==> config.mk <==
export PLATFORM = sky130hd
export DESIGN_NAME = ctr_host
export DESIGN_NICKNAME = d
export VERILOG_FILES = /design/src/design/ctr_pkg.sv /design/src/design/ctr_sync.sv /design/src/design/ctr_host.sv
export SDC_FILE = /design/constraint.sdc
export NUM_CORES = 1
export LEC_CHECK = 0
export ABC_CLOCK_PERIOD_IN_PS = 2000
export CAP_MARGIN = 20
export CORE_ASPECT_RATIO = 0.9
export CORE_MARGIN = 1.5
export CORE_UTILIZATION = 45
export DETAILED_ROUTE_END_ITERATION = 8
export DONT_BUFFER_PORTS = 1
export GPL_TIMING_DRIVEN = 0
export PLACE_DENSITY_LB_ADDON = 0.15
export SLEW_MARGIN = 20
export SYNTH_ARGS = -nofsm -noshare
export SYNTH_HDL_FRONTEND = slang
export SYNTH_SLANG_ARGS = --single-unit
==> constraint.sdc <==
create_clock -name mclk_in -period 2 [get_ports mclk_in]
set_clock_uncertainty 0.15 [all_clocks]
set_input_delay 0 -clock mclk_in [delete_from_list [all_inputs] [get_ports mclk_in]]
set_output_delay 0 -clock mclk_in [all_outputs]
set_load 0.05 [all_outputs]
==> src/design/ctr_pkg.sv <==
// Constants for the cache tag controller that drives the external tag memory.
// Assumes a 100 MHz clock; all pin timings but tag-to-hit, index-stable, drive-to-readout and write-to-low-Z are converted to cycles here.
package ctr_pkg;

    // ==========================================================
    // Geometry
    localparam int INDEX_W   = 12;
    localparam int TAG_W     = 4;

    // ==========================================================
    // Timing in ns as printed, and derived cycle counts
    localparam int CLK_NS                    = 10;
    localparam int INDEX_TO_HIT_DELAY_NS     = 20;  // Max
    localparam int TAG_TO_HIT_DELAY_NS       = 12;  // Max
    localparam int COMPARE_SETUP_NS          = 7;   // Min
    localparam int INDEX_STABLE_TO_WRITE_END_NS = 16; // Min
    localparam int WRITE_PULSE_NS            = 16;  // Min
    localparam int WRITE_TAG_SETUP_NS        = 12;  // Min
    localparam int INDEX_TO_READOUT_DELAY_NS = 20;  // Max
    localparam int DRIVE_TO_READOUT_DELAY_NS = 10;  // Max
    localparam int OE_TO_HIGHZ_NS            = 7;   // Max
    localparam int WRITE_RELEASE_DELAY_NS    = 8;   // Max
    localparam int WRITE_TO_LOWZ_NS          = 5;   // Min
    localparam int ZEROIZE_PULSE_WIDTH_NS    = 36;  // Min

    // Converts any timing, pulse or wait, to cycles: ceiling, at least one cycle
    function automatic int ns_cyc(input int ns);
        int c;
        c = (ns + CLK_NS - 1) / CLK_NS;
        return (c < 1) ? 1 : c;
    endfunction

    // Answer waits cover two synchroniser stages plus one cycle of margin,
    // so the first flop samples the pin well after the worst-case access
    localparam int HIT_WAIT_CYC   = ns_cyc(INDEX_TO_HIT_DELAY_NS) + 3;
    localparam int CMP_SETUP_CYC  = ns_cyc(COMPARE_SETUP_NS);
    localparam int WRITE_LOW_CYC  = ns_cyc(WRITE_PULSE_NS);
    localparam int TAG_SETUP_CYC  = ns_cyc(WRITE_TAG_SETUP_NS);
    localparam int READ_WAIT_CYC  = ns_cyc(INDEX_TO_READOUT_DELAY_NS) + 3;
    localparam int OE_OFF_CYC     = ns_cyc(OE_TO_HIGHZ_NS);
    localparam int WE_OFF_CYC     = ns_cyc(WRITE_RELEASE_DELAY_NS);
    localparam int ZERO_LOW_CYC   = ns_cyc(ZEROIZE_PULSE_WIDTH_NS);
    localparam int CNT_W          = 4;

    // ==========================================================
    // Commands and states
    typedef enum logic [1:0] {
        CTR_CMD_COMPARE = 2'b00,
        CTR_CMD_READ    = 2'b01,
        CTR_CMD_WRITE   = 2'b10,
        CTR_CMD_CLEAR   = 2'b11
    } ctr_cmd_e;

    typedef enum logic [2:0] {
        CTR_ST_IDLE    = 3'b000,
        CTR_ST_COMPARE = 3'b001,
        CTR_ST_READ    = 3'b010,
        CTR_ST_WRITE   = 3'b011,
        CTR_ST_CLEAR   = 3'b100,
        CTR_ST_RECOVER = 3'b101
    } ctr_state_e;

endpackage

==> src/design/ctr_sync.sv <==
// Two-flop synchroniser for pins arriving from the tag memory.
// Assumes one clock; inputs are asynchronous device outputs.
`timescale 1ns/1ps
module ctr_sync #(
    parameter int W = 1
) (
    input  wire logic         mclk_in,
    input  wire logic         nrst_in,
    input  wire logic [W-1:0] async_in,
    output logic      [W-1:0] sync_out
);

    logic [W-1:0] meta_ff;

    // ==========================================================
    // Capture stage; only the second stage is read downstream
    always_ff @(posedge mclk_in) begin
        if (!nrst_in) begin
            meta_ff  <= '0;
            sync_out <= '0;
        end else begin
            meta_ff  <= async_in;
            sync_out <= meta_ff;
        end
    end

endmodule

==> src/design/ctr_host.sv <==
// Host controller for an asynchronous cache tag memory.
// Assumes a single 100 MHz clock; the memory pins are asynchronous.
`timescale 1ns/1ps
module ctr_host
    import ctr_pkg::*;
(
    input  wire logic                        mclk_in,
    input  wire logic                        nrst_in,
    input  wire logic                        req_valid_in,
    input  wire ctr_pkg::ctr_cmd_e           req_cmd_in,
    input  wire logic [ctr_pkg::INDEX_W-1:0] req_index_in,
    input  wire logic [ctr_pkg::TAG_W-1:0]   req_tag_in,
    output logic                             req_ready_out,
    output logic                             done_out,
    output logic                             hit_out,
    output logic [ctr_pkg::TAG_W-1:0]        rd_tag_out,
    output logic [ctr_pkg::INDEX_W-1:0]      tag_index_out,
    output logic                             write_en_n_out,
    output logic                             out_en_n_out,
    output logic                             array_zeroize_n_out,
    output logic [ctr_pkg::TAG_W-1:0]        tag_data_o_out,
    output logic                             tag_data_oe_out,
    input  wire logic [ctr_pkg::TAG_W-1:0]   tag_data_i_in,
    input  wire logic                        match_in
);
    import ctr_pkg::*;

    ctr_state_e             state_ff;
    logic [CNT_W-1:0]       cnt_ff;
    logic [TAG_W-1:0]       data_sync;
    logic                   match_sync;
    ctr_cmd_e               cmd_ff;

    // ==========================================================
    // Pins from the memory pass two flops before use
    ctr_sync #(.W(TAG_W + 1)) u_sync (
        .mclk_in  (mclk_in),
        .nrst_in  (nrst_in),
        .async_in ({tag_data_i_in, match_in}),
        .sync_out ({data_sync, match_sync})
    );

    // ==========================================================
    // Sequencer: one memory cycle per accepted request
    always_ff @(posedge mclk_in) begin
        if (!nrst_in) begin
            state_ff <= CTR_ST_IDLE;
            cnt_ff   <= '0;
            cmd_ff   <= CTR_CMD_COMPARE;
        end else begin
            case (state_ff)
                CTR_ST_IDLE: begin
                    if (req_valid_in) begin
                        cmd_ff <= req_cmd_in;
                        case (req_cmd_in)
                            CTR_CMD_COMPARE: begin
                                state_ff <= CTR_ST_COMPARE;
                                cnt_ff   <= CNT_W'(HIT_WAIT_CYC);
                            end
                            CTR_CMD_READ: begin
                                state_ff <= CTR_ST_READ;
                                cnt_ff   <= CNT_W'(READ_WAIT_CYC);
                            end
                            CTR_CMD_WRITE: begin
                                state_ff <= CTR_ST_WRITE;
                                cnt_ff   <= CNT_W'(WRITE_LOW_CYC);
                            end
                            default: begin
                                state_ff <= CTR_ST_CLEAR;
                                cnt_ff   <= CNT_W'(ZERO_LOW_CYC);
                            end
                        endcase
                    end
                end
                CTR_ST_COMPARE, CTR_ST_READ, CTR_ST_WRITE, CTR_ST_CLEAR: begin
                    if (cnt_ff > CNT_W'(1)) begin
                        cnt_ff <= cnt_ff - CNT_W'(1);
                    end else begin
                        state_ff <= CTR_ST_RECOVER;
                        // Bus turnaround before the next cycle may drive again
                        cnt_ff   <= CNT_W'(OE_OFF_CYC + WE_OFF_CYC);
                    end
                end
                CTR_ST_RECOVER: begin
                    if (cnt_ff > CNT_W'(1)) begin
                        cnt_ff <= cnt_ff - CNT_W'(1);
                    end else begin
                        state_ff <= CTR_ST_IDLE;
                    end
                end
                default: state_ff <= CTR_ST_IDLE;
            endcase
        end
    end

    // ==========================================================
    // Pin drive, registered; index held stable for whole cycle
    always_ff @(posedge mclk_in) begin
        if (!nrst_in) begin
            tag_index_out       <= '0;
            write_en_n_out      <= 1'b1;
            out_en_n_out        <= 1'b1;
            array_zeroize_n_out <= 1'b1;
            tag_data_o_out      <= '0;
            tag_data_oe_out     <= 1'b0;
        end else if (state_ff == CTR_ST_IDLE && req_valid_in) begin
            tag_index_out       <= req_index_in;
            tag_data_o_out      <= req_tag_in;
            // Compare: both enables high ahead of sampling
            write_en_n_out      <= (req_cmd_in != CTR_CMD_WRITE);
            out_en_n_out        <= (req_cmd_in != CTR_CMD_READ);
            array_zeroize_n_out <= (req_cmd_in != CTR_CMD_CLEAR);
            // Host drives data only for compare and write, never while OE low
            tag_data_oe_out     <= (req_cmd_in == CTR_CMD_COMPARE) ||
                                   (req_cmd_in == CTR_CMD_WRITE);
        end else if (state_ff != CTR_ST_IDLE && cnt_ff == CNT_W'(1) &&
                     state_ff != CTR_ST_RECOVER) begin
            // End of cycle: release strobes, data held one more edge (zero hold)
            write_en_n_out      <= 1'b1;
            out_en_n_out        <= 1'b1;
            array_zeroize_n_out <= 1'b1;
        end else if (state_ff == CTR_ST_RECOVER) begin
            tag_data_oe_out     <= 1'b0;
        end
    end

    // ==========================================================
    // Result capture at the end of the wait; hit only sampled on compare
    always_ff @(posedge mclk_in) begin
        if (!nrst_in) begin
            done_out   <= 1'b0;
            hit_out    <= 1'b0;
            rd_tag_out <= '0;
        end else begin
            done_out <= 1'b0;
            if (cnt_ff == CNT_W'(1) && state_ff != CTR_ST_IDLE &&
                state_ff != CTR_ST_RECOVER) begin
                done_out <= 1'b1;
                if (state_ff == CTR_ST_COMPARE) begin
                    hit_out <= match_sync;
                end
                if (state_ff == CTR_ST_READ) begin
                    rd_tag_out <= data_sync;
                end
            end
        end
    end

    // Ready only in idle; hit ignored during write and clear
    always_ff @(posedge mclk_in) begin
        if (!nrst_in) begin
            req_ready_out <= 1'b0;
        end else begin
            req_ready_out <= (state_ff == CTR_ST_RECOVER && cnt_ff == CNT_W'(1)) ||
                             (state_ff == CTR_ST_IDLE && !req_valid_in);
        end
    end

    // ==========================================================
    // Checks
    chk_write_low_width: assert property (@(posedge mclk_in) disable iff (!nrst_in)
        $fell(write_en_n_out) |-> !write_en_n_out [*2])
        else $error("write enable low too short");
    chk_clear_low_width: assert property (@(posedge mclk_in) disable iff (!nrst_in)
        $fell(array_zeroize_n_out) |-> !array_zeroize_n_out [*4])
        else $error("zeroize pulse too short");
    chk_index_stable_write: assert property (@(posedge mclk_in) disable iff (!nrst_in)
        !write_en_n_out && $past(!write_en_n_out) |-> $stable(tag_index_out))
        else $error("index moved during write");
    chk_no_drive_read: assert property (@(posedge mclk_in) disable iff (!nrst_in)
        !out_en_n_out |-> !tag_data_oe_out)
        else $error("host drives data while memory reads out");
    chk_write_data_setup: assert property (@(posedge mclk_in) disable iff (!nrst_in)
        $rose(write_en_n_out) |-> $past(tag_data_oe_out, 2))
        else $error("write data not set up");
    chk_compare_wait: assert property (@(posedge mclk_in) disable iff (!nrst_in)
        (state_ff == CTR_ST_IDLE && req_valid_in && req_cmd_in == CTR_CMD_COMPARE)
        |=> (!done_out) [*5] ##1 done_out)
        else $error("compare result timing wrong");
    // Read result only after the access time plus both synchroniser stages
    chk_read_wait: assert property (@(posedge mclk_in) disable iff (!nrst_in)
        (state_ff == CTR_ST_IDLE && req_valid_in && req_cmd_in == CTR_CMD_READ)
        |=> (!done_out) [*5] ##1 done_out)
        else $error("read result timing wrong");
    chk_one_strobe_low: assert property (@(posedge mclk_in) disable iff (!nrst_in)
        !(!write_en_n_out && !out_en_n_out))
        else $error("write and read strobes both low");
    chk_clear_alone: assert property (@(posedge mclk_in) disable iff (!nrst_in)
        !array_zeroize_n_out |-> write_en_n_out && out_en_n_out && !tag_data_oe_out)
        else $error("pins active during clear");

    cov_compare: cover property (@(posedge mclk_in) done_out && hit_out);
    cov_write:   cover property (@(posedge mclk_in) $rose(write_en_n_out));
    cov_read:    cover property (@(posedge mclk_in) $rose(out_en_n_out));
    cov_clear:   cover property (@(posedge mclk_in) $rose(array_zeroize_n_out));

endmodule

# After elaboration in Yosys (flattened, before gate mapping)
# Index checks and enable logic that the tools add are counted.
dict set report word_totals {
  output_inout_bits 27
  input_bits 26
  ff_bits 44
}
dict set report classes {
  eq_ne 17
  n_reduce_logical 21
  add_sub_neg 1
  mux 18
  magnitude_cmp 1
}
# cell n
set op_table {}
lappend op_table {{$pmux W3 S3} 2}
lappend op_table {{$ne A2 B2 Y1 const B} 7}
lappend op_table {{$mux W4} 3}
lappend op_table {{$pmux W4 S3} 1}
lappend op_table {{$mux W3} 3}
lappend op_table {{$mux W1} 8}
lappend op_table {{$eq A3 B2 Y1 const B} 2}
lappend op_table {{$eq A3 B3 Y1 const B} 2}
lappend op_table {{$pmux W3 S2} 1}
lappend op_table {{$reduce_and A2 Y1} 3}
lappend op_table {{$reduce_and A3 Y1} 2}
lappend op_table {{$reduce_bool A3 Y1} 2}
lappend op_table {{$logic_and A1 B1 Y1} 5}
lappend op_table {{$eq A4 B1 Y1 const B} 1}
lappend op_table {{$gt A4 B1 Y1 const B} 1}
lappend op_table {{$reduce_bool A2 Y1} 2}
lappend op_table {{$reduce_or A4 Y1} 1}
lappend op_table {{$sub A4 B1 Y4 const B} 1}
lappend op_table {{$eq A3 B1 Y1 const B} 1}
lappend op_table {{$logic_not A3 Y1} 1}
lappend op_table {{$ne A3 B3 Y1 const B} 1}
lappend op_table {{$eq A2 B1 Y1 const B} 1}
lappend op_table {{$eq A2 B2 Y1 const B} 1}
lappend op_table {{$logic_not A2 Y1} 1}
lappend op_table {{4 further kinds} 5}

# Logic depth before layout (Yosys ltp)
dict set report depth {
  word_depth 5
  depth_mapped 7
}

# Hierarchy
# Synthesis repeated with hierarchy kept, for this count alone.
dict set report hier_totals {
  cells_unflattened 215
  area_unflattened_um2 1826.8
}
# module n_inst seq_area_each_um2 area_each_um2 cells_each
set modules_own_cells {}
lappend modules_own_cells {ctr_host 1 680.7 1564.0 195}
lappend modules_own_cells {ctr_sync 1 200.2 262.8 20}

# Least setup slack after synthesis
# Ideal clock, no wire load.
dict set report synth_path {
  kind {flip-flop to flip-flop}
  from {reg cnt_ff[0]}
  to {reg cnt_ff[0]}
  path_stages_with_launch 7
  synth_period_minus_slack_ps 1982
  setup_time_ps 122
  required_time_ps 1728
  arrival_ps 1710
  n_path_buf 0
  setup_slack_ps 18
  cell_sequence {dfxtp_1 inv_1 ha_1 nor2_1 o31ai_2 a211o_1 o311a_1}
}
dict set report synth_between {
  elab_chain_len 3
}
# item line_no
set synth_lines {}
lappend synth_lines {{start, declared} ctr_host.sv:29} ;# logic [CNT_W-1:0] cnt_ff;
lappend synth_lines {{start signal, assigned} ctr_host.sv:58} ;# cnt_ff <= CNT_W'(HIT_WAIT_CYC);
lappend synth_lines {{start signal, assigned} ctr_host.sv:62} ;# cnt_ff <= CNT_W'(READ_WAIT_CYC);
lappend synth_lines {{start signal, assigned} ctr_host.sv:66} ;# cnt_ff <= CNT_W'(WRITE_LOW_CYC);
lappend synth_lines {{$sub A4 B1 Y4 or $gt A4 B1 Y1 (tied branches)} n/a}
lappend synth_lines {{$mux W4, or another cell as far along} ctr_host.sv:85} ;# if (cnt_ff > CNT_W'(1)) begin
lappend synth_lines {{$pmux W4 S3 or $reduce_and A3 Y1 (tied branches)} n/a}
# Several ways; a longest one is shown, not always the timed one. The select of a mux whose other input is x is not followed.
# A chain may end at the register's enable or synchronous reset.

# Worst setup path in the final report
dict set report layout_path {
  from {reg cnt_ff[1]}
  to {reg cnt_ff[0]}
}
dict set report layout_between {
  elab_chain_len 3
}
# item line_no
set layout_lines {}
lappend layout_lines {{$gt A4 B1 Y1 *} {ctr_host.sv:76, ctr_host.sv:85}}
lappend layout_lines {{$mux W4 or $ne A2 B2 Y1 (tied branches)} n/a}
lappend layout_lines {{$pmux W4 S3 or $reduce_and A3 Y1 (tied branches)} n/a}
# Mark *: on every way between the ends. The rest lies on a longest branch, timed or not.

==> results.py <==
metrics = {
    "status": {
        "status": "finished clean",
    },
    "final_layout": {
        "stdcell_count": 329,
        "layout_commonest_cell": "nand2_1",
        "stdcell_area_mm2": 0.00258,
        "utilization_pct": 61.7,
        "drive_gt1_share_pct": 11.9,
        "synthToLayoutAreaGrowth_pct": 28.2,
        "antennaDiodeCount": 0,
        "final_cell_mix": "nand2_1 (46), dfxtp_1 (43), dlygate4sd3_1 (30)",
        "fin_nets": 301,
    },
    "logic_synthesis": {
        "ys_seq_area_share_pct": 43.8,
        "async_flop_share_pct": 0,
        "yosys_register_bits": 44,
        "syn_avg_cell_area_um2": 8.79,
        "ys_types": 48,
        "ys_warn_count": 0,
        "synthFlopType": "dfxtp_1",
        "synth_top_area_cell": "dfxtp_1",
        "synth_top_cell_area_share_pct": 43.8,
        "mappedNetlistArea_mm2": 0.00201,
        "synth_edf_count": 0,
        "synthCells": 229,
        "synth_fp_nets": 262,
        "synth_area_leaders": "dfxtp_1 (44%), nand2_1 (8.6%), a21boi_0 (7.1%), ha_1 (4.4%), and2_1 (3.1%)",
    },
    "timing": {
        "fmax_mhz": 523,
        "worst_pin_slew_ns": 0.618,
        "slew_headroom_pct": 58.4,
        "finalHoldViolations": 0,
        "finalCritPeriodShare_pct": 95.5,
        "layout_min_cycle_time_ns": 1.91,
        "drv_slew": 0,
        "setup_viol": 0,
    },
    "cts": {
        "cts_tree": "done",
        "cts_buffers": 5,
        "cts_sinks": 44,
        "clk_pin_slew_ns": 0.09,
        "root_buffer": "clkbuf_8",
        "clk_latency_ns": 0.30,
        "clockBufferDepth": 2,
        "cts_max_level": 2,
    },
    "critical_path": {
        "required_ns": 2.05,
        "criticalPathCategory": "reg2reg",
        "cp_slowest_cell": "o311a_1",
        "critPathMaxStageDelay_ns": 0.36,
        "crit_fanout": 7,
        "crit_path_end_kind": "register",
        "worstSetupStartpointType": "register",
        "crit_arrival_ns": 1.96,
        "regToRegSetupSlack_ns": 0.09,
        "cp_cell_sequence": "inv_1 -> ha_1 -> nor2_4 -> buf_12 -> o311ai_1 -> a21oi_1 -> o311a_1",
    },
    "grt": {
        "antenna_found_initial": 0,
        "grt_pass1_wl_um": 7690,
        "grt_pass1_vias": 1652,
        "grt_max_degree": 15,
        "grt_usage_pct": 20.5,
        "grt_overflow": 0,
    },
    "placed_design": {
        "dp_hpwl_um": 3080,
        "dpl-instance-area_mm2": 0.00209,
        "placed_cells": 289,
        "place_congestion": 0.907,
        "portBuffers": 0,
    },
    "drt": {
        "wl_per_cell_um": 14.4,
        "vias": 1721,
        "drt-pass1-iter-count": 4,
        "post_drt_via_cell_ratio": 5.23,
        "wl_met2_um": 2160,
        "met1_length_um": 2200,
        "ant_nets": 0,
        "met3WireLength_um": 337,
        "route.detailed.drc": 0,
        "top_layer": "met4",
        "drt_iter0_markers": 187,
        "wl_um": 4740,
    },
    "power": {
        "max-vdd-ir-drop_mv": 0.759,
        "powerDensity_mw_per_mm2": 1380,
        "p_leak_nw": 1.04,
    },
    "floorplan": {
        "rows": 22,
        "die_area_mm2": 0.00488,
        "ios": 53,
        "core_area_mm2": 0.00418,
        "start_util_pct": 48.1,
        "die_h_um": 66.5,
        "dieWidth_um": 73.5,
    },
    "run": {
        "maxCapViolCount": 0,
    },
    "hold_path": {
        "hold_path_class": "in2reg",
    },
}
synth_stat cells, types with 2 or more instances:
cell / instances
nor2_1: 9
buf_6: 2
buf_2: 6
clkbuf_1: 6
nand3_1: 5
nand2_1: 46
o21ai_0: 6
nor3_1: 2
a21oi_1: 7
inv_1: 5
nor4_1: 2
o31ai_1: 4
dfxtp_1: 44
ha_1: 7
o31a_1: 2
o311a_1: 2
nor3b_1: 2
a21boi_0: 19
mux2i_1: 5
nor2b_1: 8
and2_1: 10
o21a_1: 2
or3_1: 3
where the power goes:
part / switching (mW) / internal [mW] / total (mW)
clock: 0.316 / 0.409 / 0.724
sequential: 0.428 / 1.03 / 1.46
combinational: 0.766 / 0.606 / 1.37
total: 1.51 / 2.05 / 3.56
worst max-delay path: cells and delay by family, from the launching register on:
kind                       cells  cell delay, ns
AOI/OAI and AO/OA              3            0.71
DFF                            1            0.35
buffers and inverters          2            0.26
adders and majority gates      1            0.26
and+or+nand+nor                1            0.09
metal layers:
metal / GRT usage [%] / vias up
li1: - / 865
met1: 27.7 / 798
met2: 31.5 / 52
met3: 6.66 / 6
met4: 4.86 / 0
met5: 0 / -
flip-flops by register name (all words and copies together) (netlist names):
register / cells
rd_tag_out: 4
state_ff: 3
hit_out: 1
req_ready_out: 1
u_sync.meta_ff: 5
tag_index_out: 12
write_en_n_out: 1
done_out: 1
cnt_ff: 4
tag_data_oe_out: 1
out_en_n_out: 1
tag_data_o_out: 4
array_zeroize_n_out: 1
u_sync.sync_out: 5
worst paths after layout:
path	endpoint	startpoint	cells after the start
setup / recovery	cnt_ff[0]	cnt_ff[1]	7
hold / removal	state_ff[0]	req_cmd_in[0]	3
setup reg to reg	cnt_ff[0]	cnt_ff[1]	7
hold reg to reg	u_sync.sync_out[3]	u_sync.meta_ff[3]	1
cell families (layout without fill, tap and decap cells):
logic type | Yosys count | after routing | synth area share, %
AND/OR/NAND/NOR | 96 | 96 | 23.7
buffers and inverters | 21 | 61 | 5.22
AO/OA/AOI/OAI | 55 | 55 | 20.1
multiplexers | 5 | 5 | 2.49
adder cells (fa/ha/maj) | 7 | 7 | 4.35
flip-flops | 44 | 44 | 43.8
XOR/XNOR | 1 | 1 | 0.435
layout make-up:
cell class | count | area (um2)
flip-flops and latches | 44 | 882
multi-input cells | 164 | 1070
repair buffers | 32 | 328
fillers | 375 | 1600
inverters | 5 | 18.8
clock buffers | 6 | 82.6
well taps | 60 | 75.1
clock inverters | 2 | 38.8
plain buffers | 16 | 86.3
per-stage QoR:
| stage | power (mW) | TNS, ns | hold WS (ns) | worst slack (ns) |
|---|---|---|---|---|
| after floorplan | 2.35 | 0 | -0.0227 | 0.0179 |
| final | 3.56 | 0 | 0.0234 | 0.0898 |
| after detailed placement | 2.61 | -0.541 | -0.0181 | -0.281 |
| after CTS | 3.40 | 0 | 0.0105 | 0.00502 |
| after global placement | 2.60 | -0.538 | -0.0203 | -0.271 |
| after global routing | 3.79 | -0.0105 | 0.0631 | -0.0105 |
what timing repair did:
item	4_1_cts	5_1_grt
setup buffers	0	2
setup endpoints to repair	7	13
pin swaps	1	1
resized for setup	2	8
endpoints found under the hold margin	44	0
hold buffers	30	0
(Power assumes the default switching activity.)
